### config.mk
export PLATFORM = sky130hd
export DESIGN_NAME = cpsc_channel_pin_status_control
export DESIGN_NICKNAME = d
export VERILOG_FILES = /design/src/logic/cpsc_pkg.sv /design/src/logic/cpsc_channel_pin_status_control.sv
export SDC_FILE = /design/constraint.sdc
export NUM_CORES = 1
export LEC_CHECK = 0
export ABC_AREA = 1
export BUFFER_PORTS_ARGS = -buffer_cell sky130_fd_sc_hd__buf_4
export CORE_UTILIZATION = 50
export CTS_BUF_LIST = sky130_fd_sc_hd__clkbuf_8
export CTS_CLUSTER_DIAMETER = 150
export DETAILED_ROUTE_END_ITERATION = 6
export GPL_TIMING_DRIVEN = 0
export PLACE_DENSITY = 0.81
export SLEW_MARGIN = 30
export SYNTH_ARGS = -nofsm -noshare
export SYNTH_HDL_FRONTEND = slang
export SYNTH_SLANG_ARGS = --single-unit
export TNS_END_PERCENT = 30
### constraint.sdc
create_clock -name clock -period 3.7 [get_ports clock]
set_input_delay 0 -clock clock [delete_from_list [all_inputs] [get_ports clock]]
set_output_delay 0 -clock clock [all_outputs]
set_load 0.01 [all_outputs]
### src/logic/cpsc_pkg.sv
// Package with constants and types for the channel pin status control block
package cpsc_pkg;

  // ----------------------------------------------------------------
  // Register byte offsets
  // ----------------------------------------------------------------
  localparam logic [7:0] OFF_CTRL       = 8'h00;
  localparam logic [7:0] OFF_STATUS     = 8'h04;
  localparam logic [7:0] OFF_INT_STATUS = 8'h08;
  localparam logic [7:0] OFF_INT_CLEAR  = 8'h0C;
  localparam logic [7:0] OFF_INT_ENABLE = 8'h10;

  // ----------------------------------------------------------------
  // Field layouts
  // ----------------------------------------------------------------
  typedef struct packed {
    logic       datapathReset;  // Bit 8, self-clearing
    logic [1:0] serRatio;       // Bits 7:6
    logic [1:0] losSelect;      // Bits 5:4
    logic       losEnable;      // Bit 3
    logic       pdRegB;         // Bit 2
    logic       pdRegA;         // Bit 1
    logic       routeAtoB;      // Bit 0
  } cpsc_ctrl_t;

  // One output pin or pair: level, and drive high while the pin is driven
  typedef struct packed {
    logic level;
    logic drive;
  } cpsc_pin_t;

  localparam int CTRL_W = 9;
  localparam cpsc_ctrl_t CTRL_RESET = 9'h0C8;  // 4:1, loss detect on, state shown

  // Serialization ratio codes; 2'h3 behaves as 4:1
  localparam logic [1:0] RATIO_1TO1 = 2'h0;
  localparam logic [1:0] RATIO_2TO1 = 2'h1;
  localparam logic [1:0] RATIO_4TO1 = 2'h2;

  // What the loss-of-signal pin shows
  localparam logic [1:0] LOSSEL_STATE   = 2'h0;
  localparam logic [1:0] LOSSEL_PARTNER = 2'h1;
  localparam logic [1:0] LOSSEL_LOCAL   = 2'h2;
  localparam logic [1:0] LOSSEL_PENDING = 2'h3;

  // Interrupt bit positions
  localparam int INT_W         = 4;
  localparam int INT_LOS_SET   = 0;
  localparam int INT_LOS_CLR   = 1;
  localparam int INT_ALIGN_CHG = 2;
  localparam int INT_POWER_UP  = 3;

  // Synchroniser bit positions
  localparam int SYNC_W       = 5;
  localparam int SYNC_PD_A    = 0;
  localparam int SYNC_PD_B    = 1;
  localparam int SYNC_PARTNER = 2;
  localparam int SYNC_CLK_A   = 3;
  localparam int SYNC_CLK_B   = 4;
  localparam logic [4:0] SYNC_RESET = 5'h03;  // Power-down pins idle high

  // Receive swing thresholds, unit 1 mVpp: 75 mVpp and 150 mVpp
  localparam logic [7:0] LOS_LOW_MVPP  = 8'h4B;
  localparam logic [7:0] LOS_HIGH_MVPP = 8'h96;

endpackage : cpsc_pkg

### src/logic/cpsc_channel_pin_status_control.sv
// Pin state, clock routing, alignment status and loss-of-signal control of one channel
`timescale 1ns/1ps
module cpsc_channel_pin_status_control #(
  parameter int ADDR_W = 8,
  parameter int LANES  = 4
) (
  // Clock and reset
  input  wire logic                   clock,
  input  wire logic                   rst_n,
  // APB slave
  input  wire logic                   psel,
  input  wire logic                   penable,
  input  wire logic                   pwrite,
  input  wire logic [ADDR_W-1:0]      paddr,
  input  wire logic [31:0]            pwdata,
  output logic      [31:0]            prdata,
  output logic                        pready,
  output logic                        pslverr,
  output logic                        irq,
  // Pins from outside the clock domain
  input  wire logic                   chanAPowerdownLow,
  input  wire logic                   chanBPowerdownLow,
  input  wire logic                   partnerRxAlignedIn,
  input  wire logic                   chanAByteClock,
  input  wire logic                   chanBByteClock,
  // On-chip datapath, same clock
  input  wire logic [LANES-1:0]       lsParallelInLanes,
  input  wire logic                   hsSerialRxBit,
  input  wire logic [7:0]             rxSwingMvpp,
  input  wire logic                   txLanesAligned,
  // Output pins
  output cpsc_pkg::cpsc_pin_t         chanAClockOutPair,
  output cpsc_pkg::cpsc_pin_t         chanBClockOutPair,
  output logic                        hsSerialTxPos,
  output logic      [LANES-1:0]       lsParallelOutLanes,
  output cpsc_pkg::cpsc_pin_t         signalLostIndicator,
  output logic                        localTxAlignedOut,
  output logic                        datapathResetPulse
);

  // ----------------------------------------------------------------
  // State
  // ----------------------------------------------------------------
  logic [cpsc_pkg::SYNC_W-1:0] syncMeta_reg,  syncMeta_next;
  logic [cpsc_pkg::SYNC_W-1:0] syncPin_reg,   syncPin_next;
  cpsc_pkg::cpsc_ctrl_t        ctrl_reg,      ctrl_next;
  logic [cpsc_pkg::INT_W-1:0]  intStatus_reg, intStatus_next;
  logic [cpsc_pkg::INT_W-1:0]  intEnable_reg, intEnable_next;
  logic                        losState_reg,  losState_next;
  logic                        prevLos_reg,   prevLos_next;
  logic                        prevAlign_reg, prevAlign_next;
  logic                        prevDown_reg,  prevDown_next;
  logic                        pending_reg,   pending_next;
  logic [1:0]                  txIdx_reg,     txIdx_next;
  logic [1:0]                  rxIdx_reg,     rxIdx_next;
  cpsc_pkg::cpsc_pin_t         clkA_reg,      clkA_next;
  cpsc_pkg::cpsc_pin_t         clkB_reg,      clkB_next;
  cpsc_pkg::cpsc_pin_t         losPin_reg,    losPin_next;
  logic                        hsTx_reg,      hsTx_next;
  logic [LANES-1:0]            lsOut_reg,     lsOut_next;
  logic                        txAlign_reg,   txAlign_next;
  logic                        dpReset_reg,   dpReset_next;
  logic                        irq_reg,       irq_next;
  logic [31:0]                 prdata_reg,    prdata_next;
  logic                        pready_reg,    pready_next;
  logic                        pslverr_reg,   pslverr_next;

  logic                        chanDown;
  logic                        bothDown;
  logic                        partnerAligned;
  logic [LANES-1:0]            laneMask;
  logic [2:0]                  laneCount;
  logic [1:0]                  txSel;
  logic [1:0]                  rxSel;
  logic                        wrDone;
  logic                        rdSetup;
  logic                        addrHit;
  logic [cpsc_pkg::INT_W-1:0]  events;
  logic [cpsc_pkg::INT_W-1:0]  clearMask;

  // ----------------------------------------------------------------
  // Next-state logic
  // ----------------------------------------------------------------
  always_comb begin
    // Both pin and register power-down count for this channel
    chanDown       = !syncPin_reg[cpsc_pkg::SYNC_PD_A] || ctrl_reg.pdRegA;
    bothDown       = chanDown && (!syncPin_reg[cpsc_pkg::SYNC_PD_B] || ctrl_reg.pdRegB);
    partnerAligned = syncPin_reg[cpsc_pkg::SYNC_PARTNER];

    // Lane usage per ratio; any code other than 1:1 and 2:1 uses every lane
    case (ctrl_reg.serRatio)
      cpsc_pkg::RATIO_1TO1: begin
        laneCount = 3'h1;
      end
      cpsc_pkg::RATIO_2TO1: begin
        laneCount = 3'h2;
      end
      default: begin
        laneCount = 3'h4;
      end
    endcase
    for (int i = 0; i < LANES; i++) begin
      laneMask[i] = (i < int'(laneCount));
    end
    // A stale index after a ratio change falls back to lane 0
    txSel = ({1'b0, txIdx_reg} < laneCount) ? txIdx_reg : 2'h0;
    rxSel = ({1'b0, rxIdx_reg} < laneCount) ? rxIdx_reg : 2'h0;

    syncMeta_next = {chanBByteClock, chanAByteClock, partnerRxAlignedIn, chanBPowerdownLow, chanAPowerdownLow};
    syncPin_next  = syncMeta_reg;

    // Loss of signal with hysteresis; between thresholds the state holds
    losState_next = losState_reg;
    if (!ctrl_reg.losEnable) begin
      losState_next = 1'b0;
    end else if (rxSwingMvpp < cpsc_pkg::LOS_LOW_MVPP) begin
      losState_next = 1'b1;
    end else if (rxSwingMvpp > cpsc_pkg::LOS_HIGH_MVPP) begin
      losState_next = 1'b0;
    end

    // Serializer and deserializer lane walk
    txIdx_next = ({1'b0, txSel} + 3'h1 >= laneCount) ? 2'h0 : 2'(txSel + 2'h1);
    rxIdx_next = ({1'b0, rxSel} + 3'h1 >= laneCount) ? 2'h0 : 2'(rxSel + 2'h1);
    hsTx_next  = lsParallelInLanes[txSel] && laneMask[txSel];
    lsOut_next = lsOut_reg;
    lsOut_next[rxSel] = hsSerialRxBit;
    lsOut_next = lsOut_next & laneMask;
    if (chanDown) begin
      hsTx_next  = 1'b0;
      lsOut_next = '0;
      txIdx_next = 2'h0;
      rxIdx_next = 2'h0;
    end
    txAlign_next = txLanesAligned && !chanDown;

    // Output clock pairs
    clkA_next.level = syncPin_reg[cpsc_pkg::SYNC_CLK_A] && !bothDown;
    clkA_next.drive = !bothDown;
    clkB_next.level = (ctrl_reg.routeAtoB ? syncPin_reg[cpsc_pkg::SYNC_CLK_A]
                                          : syncPin_reg[cpsc_pkg::SYNC_CLK_B]) && !bothDown;
    clkB_next.drive = !bothDown;

    // Loss pin shows the state or another chosen function, registered one clock after its source
    case (ctrl_reg.losSelect)
      cpsc_pkg::LOSSEL_STATE: begin
        losPin_next.level = losState_reg;
      end
      cpsc_pkg::LOSSEL_PARTNER: begin
        losPin_next.level = partnerAligned;
      end
      cpsc_pkg::LOSSEL_LOCAL: begin
        losPin_next.level = txAlign_reg;
      end
      default: begin
        losPin_next.level = pending_reg;
      end
    endcase
    losPin_next.drive = !chanDown;
    if (chanDown) begin
      losPin_next.level = 1'b0;
    end

    // APB access: two-cycle access phase, write lands when pready is seen
    rdSetup = psel && !penable;
    wrDone  = psel && penable && pready_reg && pwrite;
    addrHit = (paddr == ADDR_W'(cpsc_pkg::OFF_CTRL)) || (paddr == ADDR_W'(cpsc_pkg::OFF_STATUS)) ||
              (paddr == ADDR_W'(cpsc_pkg::OFF_INT_STATUS)) || (paddr == ADDR_W'(cpsc_pkg::OFF_INT_CLEAR)) ||
              (paddr == ADDR_W'(cpsc_pkg::OFF_INT_ENABLE));
    pready_next  = psel && penable && !pready_reg;
    pslverr_next = psel && penable && !pready_reg && !addrHit;
    prdata_next  = prdata_reg;
    if (rdSetup) begin
      prdata_next = 32'h0000_0000;
      if (paddr == ADDR_W'(cpsc_pkg::OFF_CTRL)) begin
        prdata_next[cpsc_pkg::CTRL_W-1:0] = {1'b0, ctrl_reg[cpsc_pkg::CTRL_W-2:0]};
      end else if (paddr == ADDR_W'(cpsc_pkg::OFF_STATUS)) begin
        prdata_next[5:0] = {pending_reg, bothDown, chanDown, txAlign_reg, partnerAligned, losState_reg};
      end else if (paddr == ADDR_W'(cpsc_pkg::OFF_INT_STATUS)) begin
        prdata_next[cpsc_pkg::INT_W-1:0] = intStatus_reg;
      end else if (paddr == ADDR_W'(cpsc_pkg::OFF_INT_ENABLE)) begin
        prdata_next[cpsc_pkg::INT_W-1:0] = intEnable_reg;
      end
    end

    ctrl_next = ctrl_reg;
    ctrl_next.datapathReset = 1'b0;
    if (wrDone && paddr == ADDR_W'(cpsc_pkg::OFF_CTRL)) begin
      ctrl_next = cpsc_pkg::cpsc_ctrl_t'(pwdata[cpsc_pkg::CTRL_W-1:0]);
    end
    dpReset_next = ctrl_reg.datapathReset;
    intEnable_next = intEnable_reg;
    if (wrDone && paddr == ADDR_W'(cpsc_pkg::OFF_INT_ENABLE)) begin
      intEnable_next = pwdata[cpsc_pkg::INT_W-1:0];
    end

    // Events; a set in the cycle of a clear wins
    prevLos_next   = losState_reg;
    prevAlign_next = partnerAligned;
    prevDown_next  = chanDown;
    events = '0;
    events[cpsc_pkg::INT_LOS_SET]   = losState_reg && !prevLos_reg;
    events[cpsc_pkg::INT_LOS_CLR]   = !losState_reg && prevLos_reg;
    events[cpsc_pkg::INT_ALIGN_CHG] = partnerAligned != prevAlign_reg;
    events[cpsc_pkg::INT_POWER_UP]  = prevDown_reg && !chanDown;
    clearMask = '0;
    if (wrDone && paddr == ADDR_W'(cpsc_pkg::OFF_INT_CLEAR)) begin
      clearMask = pwdata[cpsc_pkg::INT_W-1:0];
    end
    intStatus_next = (intStatus_reg & ~clearMask) | events;
    irq_next = |(intStatus_next & intEnable_next);

    // Channel waits for a host datapath reset after leaving power-down
    pending_next = pending_reg;
    if (ctrl_reg.datapathReset) begin
      pending_next = 1'b0;
    end
    if (events[cpsc_pkg::INT_POWER_UP]) begin
      pending_next = 1'b1;
    end
  end

  // ----------------------------------------------------------------
  // Registers; reset drives pins to zero, loss pin driven low
  // ----------------------------------------------------------------
  always_ff @(posedge clock or negedge rst_n) begin
    if (!rst_n) begin
      syncMeta_reg  <= cpsc_pkg::SYNC_RESET;
      syncPin_reg   <= cpsc_pkg::SYNC_RESET;
      ctrl_reg      <= cpsc_pkg::CTRL_RESET;
      intStatus_reg <= '0;
      intEnable_reg <= '0;
      losState_reg  <= 1'b0;
      prevLos_reg   <= 1'b0;
      prevAlign_reg <= 1'b0;
      prevDown_reg  <= 1'b0;
      pending_reg   <= 1'b0;
      txIdx_reg     <= 2'h0;
      rxIdx_reg     <= 2'h0;
      clkA_reg      <= 2'h1;
      clkB_reg      <= 2'h1;
      losPin_reg    <= 2'h1;
      hsTx_reg      <= 1'b0;
      lsOut_reg     <= '0;
      txAlign_reg   <= 1'b0;
      dpReset_reg   <= 1'b0;
      irq_reg       <= 1'b0;
      prdata_reg    <= 32'h0000_0000;
      pready_reg    <= 1'b0;
      pslverr_reg   <= 1'b0;
    end else begin
      syncMeta_reg  <= syncMeta_next;
      syncPin_reg   <= syncPin_next;
      ctrl_reg      <= ctrl_next;
      intStatus_reg <= intStatus_next;
      intEnable_reg <= intEnable_next;
      losState_reg  <= losState_next;
      prevLos_reg   <= prevLos_next;
      prevAlign_reg <= prevAlign_next;
      prevDown_reg  <= prevDown_next;
      pending_reg   <= pending_next;
      txIdx_reg     <= txIdx_next;
      rxIdx_reg     <= rxIdx_next;
      clkA_reg      <= clkA_next;
      clkB_reg      <= clkB_next;
      losPin_reg    <= losPin_next;
      hsTx_reg      <= hsTx_next;
      lsOut_reg     <= lsOut_next;
      txAlign_reg   <= txAlign_next;
      dpReset_reg   <= dpReset_next;
      irq_reg       <= irq_next;
      prdata_reg    <= prdata_next;
      pready_reg    <= pready_next;
      pslverr_reg   <= pslverr_next;
    end
  end

  assign prdata              = prdata_reg;
  assign pready              = pready_reg;
  assign pslverr             = pslverr_reg;
  assign irq                 = irq_reg;
  assign chanAClockOutPair   = clkA_reg;
  assign chanBClockOutPair   = clkB_reg;
  assign hsSerialTxPos       = hsTx_reg;
  assign lsParallelOutLanes  = lsOut_reg;
  assign signalLostIndicator = losPin_reg;
  assign localTxAlignedOut   = txAlign_reg;
  assign datapathResetPulse  = dpReset_reg;
endmodule : cpsc_channel_pin_status_control

**Word level (Yosys, flattened, before mapping)**

Cells that the tools add are included.

- Flip-flop bits (word level): 60
- Bits of input ports: 64
- Output and inout bits: 48
- Logic and storage cells: 133

- Add/sub/neg operators: 4
- $lt $le $gt $ge: 13
- Equality and inequality tests: 9
- Mux-type cells: 33
- Bitwise logic cells: 5
- Reductions and logical operators: 38

Operators by type and width:

| kind | count |
|---|---|
| 2-to-1 mux 4 bit | 6 |
| logical AND 1 bit | 18 |
| equality test 8 x 4 -> 1 bit (second input constant) | 2 |
| 2-to-1 mux 2 bit | 8 |
| bitwise AND 4 bit | 3 |
| 2-to-1 mux 1 bit | 11 |
| zero test 1 bit | 9 |
| 2-to-1 mux 9 bit | 1 |
| equality test 8 x 3 -> 1 bit (second input constant) | 1 |
| equality test 8 x 5 -> 1 bit (second input constant) | 1 |
| > comparator 8 bit (second input constant) | 1 |
| zero test 8 bit | 1 |
| < comparator 8 x 7 -> 1 bit (second input constant) | 1 |
| adder 2 x 1 -> 3 bit (second input constant) | 2 |
| greater-or-equal comparator 3 bit | 2 |
| logical OR 1 bit | 6 |
| < comparator 1 x 3 -> 1 bit (first input constant) | 2 |
| < comparator 2 x 3 -> 1 bit | 2 |
| < comparator 2 x 3 -> 1 bit (first input constant) | 2 |
| < comparator 2 x 3 -> 1 bit (second input constant) | 2 |
| 2-to-1 mux 6 bit | 1 |
| one-hot mux 3 bit (2 select lines) | 1 |
| adder 2 x 1 -> 2 bit (second input constant) | 2 |
| binary-select mux 1 bit (select 2 bit) | 2 |
| 13 further kinds | 15 |

**Logic depth before layout (Yosys ltp)**

Gate-level depths: netlist of run 1.

- Depth in word-level cells: 11
- Mapped depth: 14
- Depth with buffers taken out: 14

**Worst setup path after synthesis of run 1**

OpenSTA, ideal clock, no wires.

- Kind: flip-flop to flip-flop
- From: reg ctrl_reg[7] (netlist bit)
- To: reg rxIdx_reg[0]
- Setup time: 0.129 ns
- Arrival time: 2.342 ns
- Required time: 3.571 ns
- Setup slack: 1.229 ns
- Cell stages (with the launch flop): 14
- Path buffers: 0
- Period minus slack after synthesis: 2.471 ns
- Path through: dfstp_2 > inv_1 > nand2_1 > ha_1 > a21oi_1 > nor2_1 > nor2_1 > inv_1 > ha_1 > inv_1 > ha_1 > nand2_1 > o2111ai_1 > nor2_1

- Cells in the longest elaborated chain, start to end: 8
- Elaborated cells on any way between the ends: 10
- Those cells by class: add/sub: 2; order compare: 2; eq/ne: 1; mux: 4; reduce/logical: 1

RTL lines:

| what | RTL line | RTL |
|---|---|---|
| from (decl) | cpsc_channel_pin_status_control.sv:46 | `cpsc_pkg::cpsc_ctrl_t ctrl_reg, ctrl_next;` |
| from (signal assigned) | cpsc_channel_pin_status_control.sv:230 | `ctrl_reg <= cpsc_pkg::CTRL_RESET;` |
| from (signal assigned) | cpsc_channel_pin_status_control.sv:254 | `ctrl_reg <= ctrl_next;` |
| equality test 2 x 1 -> 1 bit / zero test 2 bit (equally long branches) | cpsc_channel_pin_status_control.sv:91 | `case (ctrl_reg.serRatio)` |
| one-hot mux 3 bit (2 select lines) (*) | cpsc_channel_pin_status_control.sv:91 |  |
| < comparator 2 x 3 -> 1 bit | cpsc_channel_pin_status_control.sv:107 | `rxSel = ({1'b0, rxIdx_reg} < laneCount) ? rxIdx_reg : 2'h0;` |
| 2-to-1 mux 2 bit | cpsc_channel_pin_status_control.sv:107 |  |
| adder 2 x 1 -> 3 bit | cpsc_channel_pin_status_control.sv:124 | `rxIdx_next = ({1'b0, rxSel} + 3'h1 >= laneCount) ? 2'h0 : 2'(rxSel + 2'h1);` |
| greater-or-equal comparator 3 bit | cpsc_channel_pin_status_control.sv:124 |  |
| 2-to-1 mux 2 bit (*) | cpsc_channel_pin_status_control.sv:124 |  |
| 2-to-1 mux 2 bit (*) | cpsc_channel_pin_status_control.sv:129 | `if (chanDown) begin` |
| net rxIdx_next[0] | cpsc_channel_pin_status_control.sv:55 | `logic [1:0] rxIdx_reg, rxIdx_next;` |
| to (signal assigned) | cpsc_channel_pin_status_control.sv:263 | `rxIdx_reg <= rxIdx_next;` |
| to (decl) | cpsc_channel_pin_status_control.sv:55 |  |

Mark *: on every way through the listed nets, which the timed path passes. The rest lies on a longest branch.
A chain may end at the register's enable or synchronous reset.

**Worst setup path after layout of run 1**

Ends and elaborated chain as after synthesis.

==> results.tsv, run 1 <==
metric	value	unit
Clk network pwr share	42.6	%
setup TNS	0	ps
Cells after Synth	330	
Layout Nets	527	
area share of the largest cell type after synthesis	42.6	%
core area	0.00557	sq mm
maxcap violations	0	
Routed wire per std cell	11.5	microns
Ys Warns	0	
Hold Fails Final Rpt	0	
root cell of the clock tree	clkbuf_8	
effective utilization at floorplan	52.7	%
CP Max Fanout	5	
RSZ-0062 raised after global routing	no	
placer congestion estimate	0.888	
CTS clk-pin slew, worst paths	70	ps
Rel. slew slack	52.0	%
Buf/Inv on CP	3	
Pint	1100	uW
most frequent cells in the layout	buf_4 (90), nand2_1 (68), dfrtp_1 (50)	
CP max stage cell	dfstp_2	
die height	78.7	microns
Die W	78.7	microns
Hold Crit Class	primary input to flop	
first-pass GRT wire length	10.0	mm
# port buffers	64	
post-route ant nets	0	
Final setup viols	0	
DPL Wire Length	4.37	mm
grt total ovfl	0	
critical path arrival	3010	ps
Synth area leaders	dfrtp_1 (43%), nand2_1 (8.7%), dfstp_2 (8.0%), buf_4 (6.6%), ha_1 (5.5%)	
Logic pwr share	10.2	%
initial antenna violation count	0	
insertion delay to the later sink of the worst-skew pair	340	ps
I/O pins	112	
drt total wl	6.08	mm
DR vias/cell	4.66	
vias	2458	
Yosys cell types	27	
Mapped Area	0.00294	sq mm
top cell type by total area after synthesis	dfrtp_1	
sw frac	22.5	%
# fillers	447	
most common cell after layout, fill and taps aside	buf_4	
Cell Chain, Critical Path	inv_1 -> nand2_1 -> ha_1 -> a21oi_1 -> nor2_1 -> nor2_1 -> inv_1 -> ha_1 -> inv_1 -> ha_1 -> nand2_1 -> o2111ai_1 -> nor2_1	
share of cells above drive strength 1	27.7	%
Sink Count	59	
largest net degree at the start of global routing	60	
Critical Setup Path Class	flop to flop	
CTS max path bufs	2	
Final Max Slew Viols	0	
Seq/Total Area, Yosys	50.6	%
Mean Syn Cell Area	8.91	sq um
Worst Path Required	3910	ps
die area	0.00619	sq mm
Placement Rows	27	
DR DRC count	0	
Num CTS Buffers	9	
GRT Util Overall	21.4	%
vias in the first global route	2323	
Leak	0.00224	uW
# diodes	0	
fmax	357	MHz
CTS H-Tree Depth	3	
Power Density	352	mW/mm^2
cts repair resizes	0	
CTS tree	yes	
final core utilization	72.2	%
DRT Pass-1 Iters	4	
Area Overhead vs Synth	36.9	%
Least-Margin Pin Slew	720	ps
Peak VDD IR	262	uV
Critical Path Start Type	flop	
Setup Skew	10.2	ps
min cycle time layout	2800	ps
Psw	318	uW
status	completed	
CP top delay family	adder cells	
crit end category	flop	
Reg power frac	47.2	%
count of state elements after synthesis	59	
part of the cycle the worst path needs	75.6	%
CP peak stage delay	530	ps
DRT iter0 DRCs	153	
[worst register-to-register path, delay by kind of cell, from the launching register on]
family          cells  cell delay, ps
fa+ha+maj           3             880
compound gates      2             390
simple gates        5             650
flops               1             530
buf+inv             3             220
[metrics by stage]
stage          instances  power, uW  hold WS, ps  instance area (sq um)  worst slack (ps)
4_1_cts              527       1420         12.9                   4020               919
6_report             527       1420         26.3                   4020               901
3_3_place_gp         489        803         98.4                   3600               999
3_5_place_dp         489        805          101                   3600               977
5_1_grt              527       1470         27.2                   4020               713
2_1_floorplan        353        741         -296                   3030              1230
[path summary, 6_finish.rpt]
check | startpoint | end | slack [ps] | cells after the start
worst max-delay path | ctrl_reg[7] | rxIdx_reg[0] | 900 | 13
worst min-delay path | lsParallelInLanes[1] | hsSerialTxPos | 30 | 5
worst max register to register | ctrl_reg[7] | rxIdx_reg[0] | 900 | 13
worst min register to register | syncMeta_reg[3] | syncPin_reg[3] | 350 | 0
max in group asynchronous | rst_n | prdata[0] | 2960 | 2
min in group asynchronous | rst_n | ctrl_reg[2] | 250 | 2
[metal layers]
metal	track usage, %	vias to the layer above	routed length, microns
li1	-	1255	-
met1	27.2	1106	2690
met2	33.6	87	2910
met3	4.30	10	355
met4	12.8	0	123
met5	0	-	0
[power by group through the flow]
stage          clock (uW)  sequential [uW]  combinational (uW)
5_1_grt               645              670                 158
3_3_place_gp            0              680                 123
3_5_place_dp            0              681                 124
4_1_cts               612              669                 144
6_report              604              669                 144
2_1_floorplan           0              681                60.1
[cell families (layout without fill, tap and decap cells)]
family / after synthesis / in the layout / share of synthesized area, %
fa+ha+maj: 13 / 13 / 5.53
buf+inv: 68 / 170 / 12.3
xor+xnor: 1 / 1 / 0.298
compound gates: 47 / 47 / 8.90
simple gates: 141 / 141 / 22.3
flops: 59 / 59 / 50.6
other cells: 1 / 24 / 0.128
[synthesized netlist by cell type]
library cell	number
a2111oi_0	4
a21boi_0	1
a21oi_1	26
buf_1	1
buf_4	26
buf_6	1
conb_1	1
dfrtp_1	50
dfstp_2	9
ha_1	13
inv_1	40
nand2_1	68
nand2_2	2
nand2_4	2
nand3_1	21
nand4_1	4
nand4_4	1
nor2_1	35
nor2_2	3
nor2_4	1
nor2_8	2
nor3_1	1
o2111ai_1	1
o21ai_0	13
o31ai_1	2
or2_2	1
xnor2_1	1
[final cells by class]
cell class | instances | area [sq um] | share of cell area, %
flip-flops and latches | 59 | 1490 | 37.0
clock inverters | 4 | 42.5 | 1.06
inverters | 40 | 150 | 3.73
multi-input cells | 226 | 1180 | 29.3
plain buffers | 28 | 210 | 5.22
repair buffers | 86 | 701 | 17.4
clock buffers | 12 | 165 | 4.10
well taps | 72 | 90.1 | 2.24
[what timing repair did]
| item | 4_1_cts | 5_1_grt |
|---|---|---|
| setup buffers | 0 | 0 |
| endpoints found under the hold margin | 79 | 0 |
| hold buffers | 22 | 0 |
No activity file was read; power rests on OpenSTA's default activity.
==> run 2: changes to the inputs <==
--- a/config.mk
+++ b/config.mk
@@ -7,12 +7,12 @@
 export LEC_CHECK = 0
 export ABC_AREA = 1
 export BUFFER_PORTS_ARGS = -buffer_cell sky130_fd_sc_hd__buf_4
-export CORE_UTILIZATION = 50
+export CORE_UTILIZATION = 46
 export CTS_BUF_LIST = sky130_fd_sc_hd__clkbuf_8
 export CTS_CLUSTER_DIAMETER = 150
 export DETAILED_ROUTE_END_ITERATION = 6
 export GPL_TIMING_DRIVEN = 0
-export PLACE_DENSITY = 0.81
+export PLACE_DENSITY = 0.79
 export SLEW_MARGIN = 30
 export SYNTH_ARGS = -nofsm -noshare
 export SYNTH_HDL_FRONTEND = slang
==> constraint.sdc (replaced) <==
create_clock -name clock -period 2.35 [get_ports clock]
set_input_delay 0 -clock clock [delete_from_list [all_inputs] [get_ports clock]]
set_output_delay 0 -clock clock [all_outputs]
set_load 0.01 [all_outputs]
==> run 2 against run 1 <==
The flow now finishes with violations (setup timing). Setup slack got worse by 930 ps. Combinational power rose by 61%. Design area is 5.3% higher. Final cell count increased by 2.8%. Largest cell class unchanged.
==> results.tsv, run 2 (same netlist as run 1, synthesis figures left out) <==
metric	value	unit	change
status	finished with violations		
violated checks	setup timing		
Sink Count	59		unchanged
# fillers	467		+4.5%
maxcap violations	0		unchanged
effective utilization at floorplan	48.8	%	-4.0 points
Placement Rows	28		+3.7%
Final Max Slew Viols	0		unchanged
final core utilization	70.3	%	-1.9 points
grt total ovfl	0		unchanged
Leak	0.00228	uW	+2.0%
worst setup margin	-30.2	ps	-931 ps
vias in the first global route	2516		+8.3%
CTS tree	yes		
most common cell after layout, fill and taps aside	buf_4		
I/O pins	112		unchanged
Peak VDD IR	448	uV	+71%
die area	0.00671	sq mm	+8.5%
Hold Fails Final Rpt	0		unchanged
root cell of the clock tree	clkbuf_8		
first-pass GRT wire length	11.2	mm	+12%
Num CTS Buffers	9		unchanged
largest net degree at the start of global routing	60		unchanged
Final setup viols	2		+2
Die W	81.9	microns	+4.1%
share of cells above drive strength 1	34.5	%	+6.8 points
CTS H-Tree Depth	3		unchanged
placer congestion estimate	0.848		-4.5%
insertion delay to the later sink of the worst-skew pair	340	ps	about the same
area of the multi-input gates	0.00132	sq mm	+12%
# port buffers	64		unchanged
post-route ant nets	0		unchanged
DR DRC count	0		unchanged
Hold Crit Class	primary input to flop		
DPL Wire Length	4.66	mm	+6.8%
initial antenna violation count	0		unchanged
Power Density	510	mW/mm^2	+45%
CTS max path bufs	2		unchanged
Worst Path Required	2580	ps	-1330 ps
Inst Count DP	492		+0.61%
CP Max Fanout	4		-1
Register Area	0.00149	sq mm	unchanged
CTS clk-pin slew, worst paths	70	ps	about the same
Crit. Startpoint	ctrl_reg[7]		
Critical Path Start Type	flop		
Area Overhead vs Synth	44.2	%	
GRT Util Overall	22.8	%	+1.4 points
Layout Nets	539		+2.3%
Rel. slew slack	51.0	%	-0.99 points
number of cells in the finished layout apart from fillers	542		+2.8%
critical path arrival	2610	ps	-400 ps
most frequent cells in the layout	buf_4 (103), nand2_1 (66), dfrtp_1 (50)		
Least-Margin Pin Slew	735	ps	+14.9 ps
Setup Skew	7.34	ps	-2.83 ps
vias	2687		+9.3%
drt total wl	7.21	mm	+19%
DRT iter0 DRCs	156		+2.0%
Critical Setup Path Class	flop to flop		
DRT Pass-1 Iters	5		+1
part of the cycle the worst path needs	101	%	+26 points
Routed wire per std cell	13.3	microns	+15%
die height	81.9	microns	+4.1%
DR vias/cell	4.96		+6.3%
# diodes	0		unchanged
core area	0.00603	sq mm	+8.1%
fmax	420	MHz	+18%
hold path start	lsParallelInLanes[0]		
FF-to-FF Start	ctrl_reg[7]		
RSZ-0062 raised after global routing	yes		
min cycle time layout	2380	ps	-419 ps
crit end category	flop		
## run 2: path summary, 6_finish.rpt
check / endpoint / slack (ps) / depth (start not counted)
worst max-delay path: rxIdx_reg[1] / -30 / 13
worst min-delay path: hsSerialTxPos / 9 / 5
worst max register to register: rxIdx_reg[1] / -30 / 13
worst min register to register: syncPin_reg[3] / 350 / 0
max in group asynchronous: hsSerialTxPos / 1590 / 2
min in group asynchronous: intStatus_reg[0] / 270 / 2
## run 2: layout make-up
class                   instances  share of cell area [%]
clock inverters                 3                   0.295
multi-input cells             226                    31.1
clock buffers                  13                    4.22
plain buffers                  28                    4.96
inverters                      40                    3.54
repair buffers                 98                    18.6
well taps                      75                    2.21
flip-flops and latches         59                    35.1
## run 2: stage by stage
stage | hold WS [ps] | setup TNS [ps] | area (sq um) | total power (uW) | worst slack (ps)
3_3_place_gp | 95.7 | -679 | 3610 | 1260 | -198
2_1_floorplan | -296 | 0 | 3040 | 1170 | 7.46
5_1_grt | 37.9 | -585 | 4240 | 2270 | -130
6_report | 8.87 | -53.3 | 4240 | 2160 | -30.2
3_5_place_dp | 108 | -1010 | 3610 | 1270 | -292
4_1_cts | 3.17 | 0 | 4140 | 2160 | 12.6
## run 2: layer usage
| layer | track usage [%] | share of wire (%) |
|---|---|---|
| met5 | 0 | 0 |
| met4 | 10.4 | 2.6 |
| met1 | 28.1 | 41 |
| met2 | 36.5 | 50 |
| met3 | 7.00 | 6.5 |
## run 2: critical path: stages (launching register included)
cell       delay [ps]
dfstp_2           560
inv_2              70
nand2_4           100
ha_4              220
a21oi_2           140
nor2_2             60
nor2_2            140
inv_2              70
ha_4              270
inv_2              40
ha_4              270
nand2_4            50
o2111ai_4         210
nor2_1             80
## run 2: timing repair
action / in CTS / in global routing
buffers inserted: 7 / 6
hold endpoints to repair: 79 / 0
gates resized for setup: 16 / 13
cloned: 0 / 0
hold buffers: 21 / 0
endpoints found under the setup margin: 4 / 7
pin swaps: 7 / 12
## run 2: power by group
| group | leakage [uW] | total [uW] | switching (uW) | internal, uW |
|---|---|---|---|---|
| clock | 0.000108 | 876 | 387 | 489 |
| sequential | 0.000716 | 1050 | 13.0 | 1040 |
| combinational | 0.00146 | 232 | 110 | 121 |
==> run 3: changes to the inputs <==
--- a/config.mk
+++ b/config.mk
@@ -6,13 +6,14 @@
 export NUM_CORES = 1
 export LEC_CHECK = 0
 export ABC_AREA = 1
-export BUFFER_PORTS_ARGS = -buffer_cell sky130_fd_sc_hd__buf_4
-export CORE_UTILIZATION = 46
+export CORE_UTILIZATION = 50
 export CTS_BUF_LIST = sky130_fd_sc_hd__clkbuf_8
 export CTS_CLUSTER_DIAMETER = 150
 export DETAILED_ROUTE_END_ITERATION = 6
+export DONT_BUFFER_PORTS = 1
 export GPL_TIMING_DRIVEN = 0
-export PLACE_DENSITY = 0.79
+export PLACE_DENSITY = 0.68
+export SETUP_SLACK_MARGIN = 0.1
 export SLEW_MARGIN = 30
 export SYNTH_ARGS = -nofsm -noshare
 export SYNTH_HDL_FRONTEND = slang
==> run 3 against run 2 <==
The flow still finishes with violations (setup timing). Wire length decreased by 0.78%. Critical path depth did not move. Clock power fell by 5.7%. Sequential share of layout area rose by 2.1 points. First-iteration DRC count is 35% lower. Clock skew down 1.3 ps. Design area down 5.8%. Via count down 8.8%. Maximum frequency down 0.26%. Die area is 7.8% lower. Utilization grew 1.3 points. Final cell count shrank 7.7%. Critical path type unchanged. Largest cell class unchanged.
==> results.tsv, run 3 (same netlist as run 1, synthesis figures left out) <==
metric	value	unit	change
status	finished with violations		
violated checks	setup timing		
largest net degree at the start of global routing	60		unchanged
Worst Path Required	2570	ps	about the same
effective utilization at floorplan	52.7	%	+4.0 points
sw frac	25.6	%	+2.0 points
root cell of the clock tree	clkbuf_8		
Reg2Reg Depth	13		unchanged
CTS H-Tree Depth	3		unchanged
first-pass GRT wire length	10.9	mm	-2.7%
initial antenna violation count	0		unchanged
DR vias/cell	4.90		-1.1%
CTS clk-pin slew, worst paths	70	ps	about the same
placer congestion estimate	0.820		-3.3%
Layout Nets	500		-7.2%
CTS tree	yes		
DPL Wire Length	4.31	mm	-7.5%
Psw	529	uW	+3.7%
Final setup viols	2		unchanged
worst slack, placed	-280	ps	+11.9 ps
# port buffers	0		-100%
share of cells above drive strength 1	28.7	%	-5.7 points
die height	78.7	microns	-4.0%
grt total ovfl	0		unchanged
Clk network pwr share	39.9	%	-0.6 points
die area	0.00619	sq mm	-7.8%
core area	0.00557	sq mm	-7.5%
Die W	78.7	microns	-4.0%
RSZ-0062 raised after global routing	yes		
post-route ant nets	0		unchanged
Sink Count	59		unchanged
FF-to-FF Start	ctrl_reg[7]		
Hold Crit Class	primary input to flop		
Num CTS Buffers	9		unchanged
Reg power frac	51.1	%	+2.3 points
crit end category	flop		
vias	2451		-8.8%
vias in the first global route	2431		-3.4%
Power Density	518	mW/mm^2	+1.5%
I/O pins	112		unchanged
critical path arrival	2610	ps	about the same
CP peak stage delay	550	ps	about the same
CP top delay family	adder cells		
Routed wire per std cell	14.3	microns	+7.6%
insertion delay to the later sink of the worst-skew pair	340	ps	about the same
Setup Skew	6.05	ps	-1.29 ps
Crit. Startpoint	ctrl_reg[7]		
fmax	419	MHz	-0.26%
PnR Total Power	2070	uW	-4.3%
most common cell after layout, fill and taps aside	nand2_1		
reg2reg setup slack	-40	ps	about the same
CP max stage cell	dfstp_2		
setup TNS	-51.9	ps	+1.41 ps
Logic pwr share	8.9	%	-1.8 points
Pint	1540	uW	-6.8%
CP Max Fanout	5		+1
DRT iter0 DRCs	102		-35%
Buf/Inv on CP	3		unchanged
number of cells in the finished layout apart from fillers	500		-7.7%
# diodes	0		unchanged
DRT Pass-1 Iters	4		-1
DR DRC count	0		unchanged
Area Overhead vs Synth	35.9	%	
part of the cycle the worst path needs	102	%	+0.26 points
CTS max path bufs	2		unchanged
worst setup margin	-36.4	ps	-6.22 ps
Worst R2R End	rxIdx_reg[0]		
min cycle time layout	2390	ps	+6.22 ps
GRT Util Overall	23.3	%	+0.48 points
Final Max Slew Viols	0		unchanged
critical path depth	13		unchanged
Critical Setup Path Class	flop to flop		
most frequent cells in the layout	nand2_1 (65), buf_4 (55), dfrtp_1 (50)		
crit path capture	rxIdx_reg[0]		
Placement Rows	27		-3.6%
Hold Fails Final Rpt	0		unchanged
Leak	0.00208	uW	-9.0%
final core utilization	71.6	%	+1.3 points
Inst Count DP	425		-14%
maxcap violations	0		unchanged
Peak VDD IR	416	uV	-7.3%
Cell Chain, Critical Path	inv_2 -> nand2_4 -> ha_4 -> a21oi_2 -> nor2_2 -> nor2_2 -> inv_2 -> ha_4 -> inv_2 -> ha_4 -> nand2_2 -> o2111ai_2 -> nor2_1		
drt total wl	7.15	mm	-0.78%
Critical Path Start Type	flop		
-- run 3: metal layers --
metal,share of wire [%],track usage (%),up-vias
li1,-,-,1205
met1,43,28.4,1133
met2,48,38.3,93
met3,5.6,5.23,20
met4,2.7,12.2,0
met5,0,0,-
-- run 3: timing repair --
item | CTS | global route
endpoints found under the setup margin | 4 | 9
setup buffers | 19 | 10
pin swaps | 9 | 13
hold endpoints to repair | 93 | 0
hold buffers | 30 | 0
gates resized for setup | 12 | 19
-- run 3: through the flow --
stage	cell area, sq um	hold slack (ps)
2_1_floorplan	3060	-296
3_3_place_gp	3150	-294
3_5_place_dp	3150	-294
4_1_cts	3840	30.8
5_1_grt	3990	68.5
6_report	3990	45.1
-- run 3: cell type report --
cell class,count,area (sq um)
Inverter,40,150
Tap cell,72,90.1
Timing Repair Buffer,59,538
Sequential cell,59,1490
Fill cell,422,1580
Clock buffer,10,138
Multi-Input combinational cell,226,1340
Buffer,28,210
Clock inverter,6,41.3
-- run 3: worst register-to-register path: stages, from the launching register on --
cell       delay, ps
dfstp_2          550
inv_2             60
nand2_4          100
ha_4             210
a21oi_2          140
nor2_2            60
nor2_2           170
inv_2             80
ha_4             270
inv_2             40
ha_4             260
nand2_2           50
o2111ai_2        210
nor2_1            70
-- run 3: power groups by stage --
stage | Clock [uW] | Sequential (uW) | Combinational (uW)
after floorplan | 0 | 1070 | 94.8
after global placement | 0 | 1080 | 102
after detailed placement | 0 | 1080 | 104
after CTS | 839 | 1060 | 180
after global routing | 872 | 1060 | 204
final | 826 | 1060 | 185
-- run 3: worst min-delay path by stage --
stage / startpoint / to / slack, ps / depth (start not counted)
after floorplan: rst_n / chanAClockOutPair[1] / -300 / 0
after global placement: rst_n / pslverr / -290 / 0
after detailed placement: rst_n / pready / -290 / 0
after CTS: paddr[3] / prdata[4] / 30 / 5
after global routing: paddr[3] / prdata[5] / 70 / 5
final: paddr[3] / prdata[4] / 50 / 5
